--- config.mk ---
export PLATFORM = sky130hd
export DESIGN_NAME = clock_source_select
export DESIGN_NICKNAME = d
export VERILOG_FILES = /design/src/verilog/clock_source_select_pkg.sv /design/src/verilog/clock_source_select.sv
export SDC_FILE = /design/constraint.sdc
export NUM_CORES = 1
export LEC_CHECK = 0
export BUFFER_PORTS_ARGS = -buffer_cell sky130_fd_sc_hd__buf_2
export CAP_MARGIN = 5
export CORE_MARGIN = 5
export CORE_UTILIZATION = 25
export CTS_CLUSTER_SIZE = 10
export DETAILED_ROUTE_END_ITERATION = 10
export PLACE_DENSITY = 0.47
export SLEW_MARGIN = 20
export SYNTH_ARGS = -nofsm -noshare
export SYNTH_HDL_FRONTEND = slang
export SYNTH_SLANG_ARGS = --single-unit
--- constraint.sdc ---
create_clock -name aclk -period 3.4 [get_ports aclk]
set_input_delay 0.68 -clock aclk [delete_from_list [all_inputs] [get_ports aclk]]
set_output_delay 0.68 -clock aclk [all_outputs]
set_load 0.02 [all_outputs]
--- src/verilog/clock_source_select_pkg.sv ---
// constants and types for the clock source selection block
package clock_source_select_pkg;

  typedef enum logic [2:0] {
    src_ext_clock,
    src_pll,
    src_int_rc,
    src_low_freq,
    src_res_low,
    src_xtal_mid,
    src_xtal_high,
    src_none
  } clock_source_e;

  typedef struct packed {
    logic [31:0] addr;
  } axi_addr_s;

  localparam logic [31:0] CONTROL_OFFSET = 32'h0000_0000;
  localparam logic [31:0] TRIM_OFFSET = 32'h0000_0004;
  localparam logic [31:0] STATUS_OFFSET = 32'h0000_0008;

  localparam logic [3:0] CODE_EXT_CLOCK = 4'h0;
  localparam logic [3:0] CODE_PLL = 4'h1;
  localparam logic [3:0] CODE_INT_RC = 4'h2;
  localparam logic [3:0] DIVIDE_RESET = 4'h0;
  localparam logic [7:0] TRIM_RESET = 8'h80;
  localparam int TRIM_RANGE_POS = 7;
  localparam logic [1:0] RESP_OKAY = 2'h0;
  localparam logic [1:0] RESP_DECERR = 2'h3;

  localparam int CLOCK_PERIOD_NS = 10;
  localparam int START_SHORT_US = 4;
  localparam int START_LONG_US = 64;
  localparam int START_SHORT_CYCLES = START_SHORT_US * 1000 / CLOCK_PERIOD_NS;
  localparam int START_LONG_CYCLES = START_LONG_US * 1000 / CLOCK_PERIOD_NS;

endpackage : clock_source_select_pkg

--- src/verilog/clock_source_select.sv ---
// clock source selection, prescaler, trim and start-up delay
//
// The placing of the registers and register access over AXI4-Lite are this design's own decisions.
`timescale 1ns/1ps
module clock_source_select #(
  parameter int SHORT_CYCLES = clock_source_select_pkg::START_SHORT_CYCLES,
  parameter int LONG_CYCLES = clock_source_select_pkg::START_LONG_CYCLES
) (
  input wire logic aclk,
  input wire logic aresetn,
  input wire logic [3:0] clock_source_code,
  input wire logic wake_request,
  input wire logic [31:0] s_axi_awaddr,
  input wire logic s_axi_awvalid,
  output logic s_axi_awready,
  input wire logic [31:0] s_axi_wdata,
  input wire logic [3:0] s_axi_wstrb,
  input wire logic s_axi_wvalid,
  output logic s_axi_wready,
  output logic [1:0] s_axi_bresp,
  output logic s_axi_bvalid,
  input wire logic s_axi_bready,
  input wire logic [31:0] s_axi_araddr,
  input wire logic s_axi_arvalid,
  output logic s_axi_arready,
  output logic [31:0] s_axi_rdata,
  output logic [1:0] s_axi_rresp,
  output logic s_axi_rvalid,
  input wire logic s_axi_rready,
  output logic [2:0] selected_source,
  output logic [3:0] clock_divide_setting,
  output logic [7:0] rc_trim_value,
  output logic rc_range_select_bit,
  output logic clock_ready
);

  // ------------------------------------------------------------
  // input synchronisers
  // ------------------------------------------------------------
  logic [3:0] code_meta_reg;
  logic [3:0] code_sync_reg;
  logic wake_meta_reg;
  logic wake_sync_reg;
  logic wake_prev_reg;

  always_ff @(posedge aclk)
  begin
    code_meta_reg <= clock_source_code;
    code_sync_reg <= code_meta_reg;
    wake_meta_reg <= wake_request;
    wake_sync_reg <= wake_meta_reg;
    wake_prev_reg <= wake_sync_reg;
  end

  // ------------------------------------------------------------
  // source decode
  // ------------------------------------------------------------
  function automatic clock_source_select_pkg::clock_source_e decode_source(
    input logic [3:0] code
  );
    clock_source_select_pkg::clock_source_e src;
    src = clock_source_select_pkg::src_none;
    if (code == clock_source_select_pkg::CODE_EXT_CLOCK)
      src = clock_source_select_pkg::src_ext_clock;
    else if (code == clock_source_select_pkg::CODE_PLL)
      src = clock_source_select_pkg::src_pll;
    else if (code == clock_source_select_pkg::CODE_INT_RC)
      src = clock_source_select_pkg::src_int_rc;
    else if (code[3:2] == 2'h1)
      src = clock_source_select_pkg::src_low_freq;
    else if (code[3:1] == 3'h4)
      src = clock_source_select_pkg::src_res_low;
    else if (code[3:1] == 3'h5)
      src = clock_source_select_pkg::src_xtal_mid;
    else if (code[3:2] == 2'h3)
      src = clock_source_select_pkg::src_xtal_high;
    // no external RC choice; 0011 stays unused
    return src;
  endfunction : decode_source

  // ------------------------------------------------------------
  // source latch and start-up delay
  // ------------------------------------------------------------
  typedef enum logic [1:0] {st_reset, st_wait, st_run} start_state_e;

  start_state_e state_reg;
  start_state_e state_next;
  clock_source_select_pkg::clock_source_e source_reg;
  clock_source_select_pkg::clock_source_e source_next;
  logic [31:0] count_reg;
  logic [31:0] count_next;
  logic ready_reg;
  logic ready_next;
  logic [31:0] delay_cycles;

  assign delay_cycles = (source_reg == clock_source_select_pkg::src_pll) ?
    32'(LONG_CYCLES) : 32'(SHORT_CYCLES);

  always_comb
  begin
    state_next = state_reg;
    source_next = source_reg;
    count_next = count_reg;
    ready_next = ready_reg;
    case (state_reg)
      st_reset:
      begin
        state_next = st_wait;
        count_next = 32'h0000_0000;
        ready_next = 1'b0;
      end
      st_wait:
      begin
        if (count_reg + 32'h0000_0001 >= delay_cycles)
        begin
          state_next = st_run;
          ready_next = 1'b1;
        end
        else
          count_next = count_reg + 32'h0000_0001;
      end
      default:
      begin
        if (wake_sync_reg && !wake_prev_reg)
        begin
          state_next = st_wait;
          count_next = 32'h0000_0000;
          ready_next = 1'b0;
        end
      end
    endcase
  end

  always_ff @(posedge aclk)
  begin
    if (!aresetn)
    begin
      state_reg <= st_reset;
      // sampled while reset held, frozen after
      source_reg <= decode_source(code_sync_reg);
      count_reg <= 32'h0000_0000;
      ready_reg <= 1'b0;
    end
    else
    begin
      state_reg <= state_next;
      source_reg <= source_next;
      count_reg <= count_next;
      ready_reg <= ready_next;
    end
  end

  // ------------------------------------------------------------
  // register file over axi4-lite
  // ------------------------------------------------------------
  logic [3:0] divide_reg;
  logic [3:0] divide_next;
  logic [7:0] trim_reg;
  logic [7:0] trim_next;
  logic awready_reg;
  logic awready_next;
  logic wready_reg;
  logic wready_next;
  logic bvalid_reg;
  logic bvalid_next;
  logic [1:0] bresp_reg;
  logic [1:0] bresp_next;
  logic have_aw_reg;
  logic have_aw_next;
  logic have_w_reg;
  logic have_w_next;
  logic [31:0] waddr_reg;
  logic [31:0] waddr_next;
  logic [31:0] wdata_reg;
  logic [31:0] wdata_next;
  logic [3:0] wstrb_reg;
  logic [3:0] wstrb_next;
  logic arready_reg;
  logic arready_next;
  logic rvalid_reg;
  logic rvalid_next;
  logic [31:0] rdata_reg;
  logic [31:0] rdata_next;
  logic [1:0] rresp_reg;
  logic [1:0] rresp_next;

  always_comb
  begin
    divide_next = divide_reg;
    trim_next = trim_reg;
    have_aw_next = have_aw_reg;
    have_w_next = have_w_reg;
    waddr_next = waddr_reg;
    wdata_next = wdata_reg;
    wstrb_next = wstrb_reg;
    bvalid_next = bvalid_reg;
    bresp_next = bresp_reg;
    awready_next = !have_aw_reg && !bvalid_reg;
    wready_next = !have_w_reg && !bvalid_reg;
    if (s_axi_awvalid && awready_reg)
    begin
      have_aw_next = 1'b1;
      waddr_next = s_axi_awaddr;
      awready_next = 1'b0;
    end
    if (s_axi_wvalid && wready_reg)
    begin
      have_w_next = 1'b1;
      wdata_next = s_axi_wdata;
      wstrb_next = s_axi_wstrb;
      wready_next = 1'b0;
    end
    if (have_aw_reg && have_w_reg && !bvalid_reg)
    begin
      have_aw_next = 1'b0;
      have_w_next = 1'b0;
      bvalid_next = 1'b1;
      bresp_next = clock_source_select_pkg::RESP_OKAY;
      if (waddr_reg[7:2] == clock_source_select_pkg::CONTROL_OFFSET[7:2] &&
          waddr_reg[31:8] == 24'h00_0000)
      begin
        if (wstrb_reg[0])
          divide_next = wdata_reg[3:0];
      end
      else if (waddr_reg[7:2] == clock_source_select_pkg::TRIM_OFFSET[7:2] &&
               waddr_reg[31:8] == 24'h00_0000)
      begin
        if (wstrb_reg[0])
          trim_next = wdata_reg[7:0];
      end
      else if (waddr_reg[7:2] == clock_source_select_pkg::STATUS_OFFSET[7:2] &&
               waddr_reg[31:8] == 24'h00_0000)
        bresp_next = clock_source_select_pkg::RESP_OKAY;
      else
        bresp_next = clock_source_select_pkg::RESP_DECERR;
    end
    if (bvalid_reg && s_axi_bready)
      bvalid_next = 1'b0;
  end

  always_comb
  begin
    arready_next = !rvalid_reg;
    rvalid_next = rvalid_reg;
    rdata_next = rdata_reg;
    rresp_next = rresp_reg;
    if (s_axi_arvalid && arready_reg)
    begin
      arready_next = 1'b0;
      rvalid_next = 1'b1;
      rresp_next = clock_source_select_pkg::RESP_OKAY;
      if (s_axi_araddr == clock_source_select_pkg::CONTROL_OFFSET)
        rdata_next = {28'h000_0000, divide_reg};
      else if (s_axi_araddr == clock_source_select_pkg::TRIM_OFFSET)
        rdata_next = {24'h00_0000, trim_reg};
      else if (s_axi_araddr == clock_source_select_pkg::STATUS_OFFSET)
        rdata_next = {27'h000_0000, ready_reg, 1'b0, source_reg};
      else
      begin
        rdata_next = 32'h0000_0000;
        rresp_next = clock_source_select_pkg::RESP_DECERR;
      end
    end
    if (rvalid_reg && s_axi_rready)
      rvalid_next = 1'b0;
  end

  always_ff @(posedge aclk)
  begin
    if (!aresetn)
    begin
      divide_reg <= clock_source_select_pkg::DIVIDE_RESET;
      trim_reg <= clock_source_select_pkg::TRIM_RESET;
      have_aw_reg <= 1'b0;
      have_w_reg <= 1'b0;
      waddr_reg <= 32'h0000_0000;
      wdata_reg <= 32'h0000_0000;
      wstrb_reg <= 4'h0;
      awready_reg <= 1'b0;
      wready_reg <= 1'b0;
      bvalid_reg <= 1'b0;
      bresp_reg <= 2'h0;
      arready_reg <= 1'b0;
      rvalid_reg <= 1'b0;
      rdata_reg <= 32'h0000_0000;
      rresp_reg <= 2'h0;
    end
    else
    begin
      divide_reg <= divide_next;
      trim_reg <= trim_next;
      have_aw_reg <= have_aw_next;
      have_w_reg <= have_w_next;
      waddr_reg <= waddr_next;
      wdata_reg <= wdata_next;
      wstrb_reg <= wstrb_next;
      awready_reg <= awready_next;
      wready_reg <= wready_next;
      bvalid_reg <= bvalid_next;
      bresp_reg <= bresp_next;
      arready_reg <= arready_next;
      rvalid_reg <= rvalid_next;
      rdata_reg <= rdata_next;
      rresp_reg <= rresp_next;
    end
  end

  assign s_axi_awready = awready_reg;
  assign s_axi_wready = wready_reg;
  assign s_axi_bvalid = bvalid_reg;
  assign s_axi_bresp = bresp_reg;
  assign s_axi_arready = arready_reg;
  assign s_axi_rvalid = rvalid_reg;
  assign s_axi_rdata = rdata_reg;
  assign s_axi_rresp = rresp_reg;
  assign selected_source = source_reg;
  assign clock_divide_setting = divide_reg;
  assign rc_trim_value = trim_reg;
  assign rc_range_select_bit =
    trim_reg[clock_source_select_pkg::TRIM_RANGE_POS];
  assign clock_ready = ready_reg;
endmodule : clock_source_select

==> reports/summary.md <==
The run finished with clean final reports. Walking the worst path, the cells encountered are ha_1 -> nand3_1 -> nor3_2 -> and4_1 -> xor2_1 -> ha_1 -> o311ai_0 -> a31oi_1 -> nor4_2 -> buf_4 -> nand3_2 -> buf_4 -> or4_1 -> nand3_1. The tools report the layout net count as 833. The first global-routing pass estimated 21200 um of wire.

Number of standard-cell rows in the floorplan: 52. For this run, design rule violations remaining after detail routing come to 0. The kind of end point of the critical path was a flop.

The worst-skew pair later-pin latency is 410 ps, and the number of endpoints failing setup at the final stage is 0. The worst-case vdd ir drop is 0.315 mV, and the die width is 153 um. Cells with a size suffix above 1 make up 27.4% of the layout.

For the final routed database, the setup TNS stands at 0 ps. Across all layers, the routed design uses 4352 vias. The total area inside the core boundary comes to 20200 um^2. Measured in cells, the most critical reg-to-reg path has a length of 14. The logs give 0 for the max-cap violation count and 317 MHz for the highest clock frequency the design can meet.

The worst path needs 3160 ps of the cycle, external delays included. For the pin with the worst max-slew slack, the measured transition is 1000 ps. The logs give 4131 for the number of global-route vias before repair and 0 for the overall overflow remaining after global route. The count of buffers added on input and output ports is 116. The biggest fanout along the worst timing path was 4; the number of buffers inserted by hold repair at cts was 0.

The worst pin sits at a relative slew slack of 33.0%. At the end of routability-driven placement, the weighted congestion stood at 0.725. The final clock period utilization by the worst path was 92.9%; the number of cells in the finished layout apart from fillers was 999. The logic depth of the worst setup path including buffers works out to 14.

The prevailing post-synth register cell is dfxtp_1. 170 I/O pins were placed. The initial utilization of the core area, before any placement, comes to 25.3%. The logs give 3750 ps for the required time reported for the critical path endpoint and 116 for the number of sinks driven by the clock tree. The min-delay analysis places its worst path in the category flop to flop. Number of antenna violations at the first check in global routing: 0. STA puts the critical path data arrival time at 3510 ps. The tools report the post-cts sizing count as 0.

Yosys mapped a number of flops with a built-in enable equal to 3. The number of buffers and inverters on the critical path is 2. Post-CTS timing repair inserted 0 buffers for setup. Dividing the detail-routed via count by the number of cells gives 4.36.

In this run the deepest clock path goes through 2 buffers. Setup repair after global routing left no endpoint under its margin. The clock arrives with 8.03 ps of skew.

The maximum number of pins on one net before global-route repair came out at 67. Layout overhead on the synthesized area: 30.1%. The cell family contributing the most delay on the critical path was simple AND/OR/NAND/NOR gates. The register with the most flip-flops in the layout has 32 of them. On the worst path, the slowest cell contributes a delay of 490 ps. The total count of max-transition violations in the final report is 0. The worst setup path is launched from a flop. For the sum of net half-perimeters after detailed placement, the log shows 9890 um. CTS built an H-tree with a depth of 4. The cell area after synthesis is 5100 um^2.

For this block, the routed nets add up to 13200 um of wire. The run gives 17 as the number of buffers added by the clock tree synthesis step. The area of the die was 23400 um^2; the synthesis-stage register bit count was 116.

For this run, the total global-route usage over all layers was measured as 11.1%. The post-CTS clock slew at the launch and capture registers of the worst setup and hold paths came out at 60 ps. Sequential cells were found to cover 46.1% of the synthesized design area. The number of diodes added for antenna fixing was 0.

The tools report the number of instances in the placed design as 967. The first detailed-routing pass took 4 iterations. The tree is rooted in a clkbuf_16. The height of the die came out at 153 um. The kind of critical path was flop to flop. The depth of the worst hold-timing path was 0. The fraction of registers with async set or reset after synthesis was 0%.

TritonCTS built the clock tree. After detailed routing, the average wire length per cell comes to 13.2 um. For this block, the initial DRC count from the detailed router was 175.

On the critical path, the stage with the largest delay is an instance of or4_1. The number of nets with antenna violations after routing came out at 0. Gate count after technology mapping: 583. In this run the mean area of a mapped cell was 8.75 um^2. The number of library cell types mapped by synthesis was 63; the power density over the cells was 519 nW/um^2. The total leakage power was 2.80 nW; the hold violation total from the final report was 0. The tools report the total number of yosys warnings as 0.
## synthesized netlist by cell type, types with 3 or more instances
master      n  area (um^2)
dfxtp_1   113         2260
nand2_1   105          394
a21oi_1    47          235
nor2_1     40          150
buf_4      27          203
and2_1     22          138
clkbuf_1   20         75.1
nand3_1    20          100
mux2i_1    17          170
nor4_1     17          106
nand4_1    12         75.1
inv_1      11         41.3
o21ai_0    10         50.1
xor2_1      9         78.8
nor3_1      8         40.0
and3_1      7         43.8
o211ai_1    7         52.6
a22oi_1     6         45.0
xnor2_1     6         52.6
a311oi_1    5         43.8
a31oi_1     5         31.3
ha_1        5         62.6
a22o_1      4         35.0
buf_1       4         15.0
edfxtp_1    3         90.1
or3_1       3         18.8
or4_1       3         22.5
## worst reg2reg max path, cell delays in order, from the launching register on
cell	delay [ps]
dfxtp_1	330
ha_1	180
nand3_1	130
nor3_2	180
and4_1	230
xor2_1	220
ha_1	300
o311ai_0	100
a31oi_1	110
nor4_2	270
buf_4	160
nand3_2	130
buf_4	180
or4_1	490
nand3_1	90
## final timing paths
| kind | start | to | slack, ps |
|---|---|---|---|
| hold / removal | code_meta_reg[3]$_DFF_P_ | code_sync_reg[3]$_DFF_P_ | 320 |
| setup reg to reg | count_reg[0]$_SDFFE_PN0P_ | count_reg[10]$_SDFFE_PN0P_ | 240 |
| setup / recovery | count_reg[0]$_SDFFE_PN0P_ | count_reg[10]$_SDFFE_PN0P_ | 240 |
| hold reg to reg | code_meta_reg[3]$_DFF_P_ | code_sync_reg[3]$_DFF_P_ | 320 |
## metal layers
metal  share of wire (%)  wire length (um)  global-route usage [%]  vias to the layer above
met3                 4.3               566                    3.25                       12
met2                  47              6180                    17.7                       96
li1                    -                 -                       -                     2271
met4                 1.3               171                    3.44                        0
met5                   0                 0                       0                        -
met1                  48              6310                    14.6                     1973
## final cells by class
class	count	area (um^2)
Tap cell	270	338
Clock buffer	20	457
Timing Repair Buffer	146	831
Fill cell	2149	13500
Multi-Input combinational cell	424	2470
Clock inverter	12	141
Sequential cell	116	2350
Inverter	11	41.3
## stage by stage
stage	worst slack, ps	total power [mW]	utilization, %	area, um^2	hold slack, ps
final	241	3.44	32.9	6630	325
after CTS	120	3.50	32.9	6630	326
after global placement	207	1.67	29.9	6030	312
after floorplan	332	1.60	-	5180	310
after global routing	0.571	3.59	32.9	6630	336
after detailed placement	161	1.67	29.9	6030	312
## cell families (layout without fill, tap and decap cells)
group,Yosys count,in the layout,share of synthesized area (%)
other cells,1,24,0.0735
simple gates,264,264,27.2
compound gates,97,97,11.9
fa+ha+maj,5,5,1.23
mux,19,19,3.78
xor+xnor,15,15,2.58
flops,116,116,46.1
buf+inv,66,189,7.19
## report_power, final
part | total (mW) | leakage (nW) | switching [mW] | internal (mW)
clock network | 1.80 | 0.293 | 0.669 | 1.13
logic | 0.212 | 1.55 | 0.131 | 0.0813
registers | 1.43 | 0.950 | 0.0238 | 1.41
total | 3.44 | 2.80 | 0.823 | 2.62
## placed cells by master (no fill, tap or decap), types with 7 or more instances in the layout
cell       count
a21oi_1       47
and2_1        22
and3_1         7
buf_2        116
buf_4         28
clkbuf_16     17
conb_1        24
dfxtp_1      111
inv_1         10
mux2i_1       17
nand2_1      105
nand3_1       20
nand4_1       12
nor2_1        40
nor3_1         7
nor4_1        17
o211ai_1       7
o21ai_0       10
xor2_1         9
(Power assumes the default switching activity.)
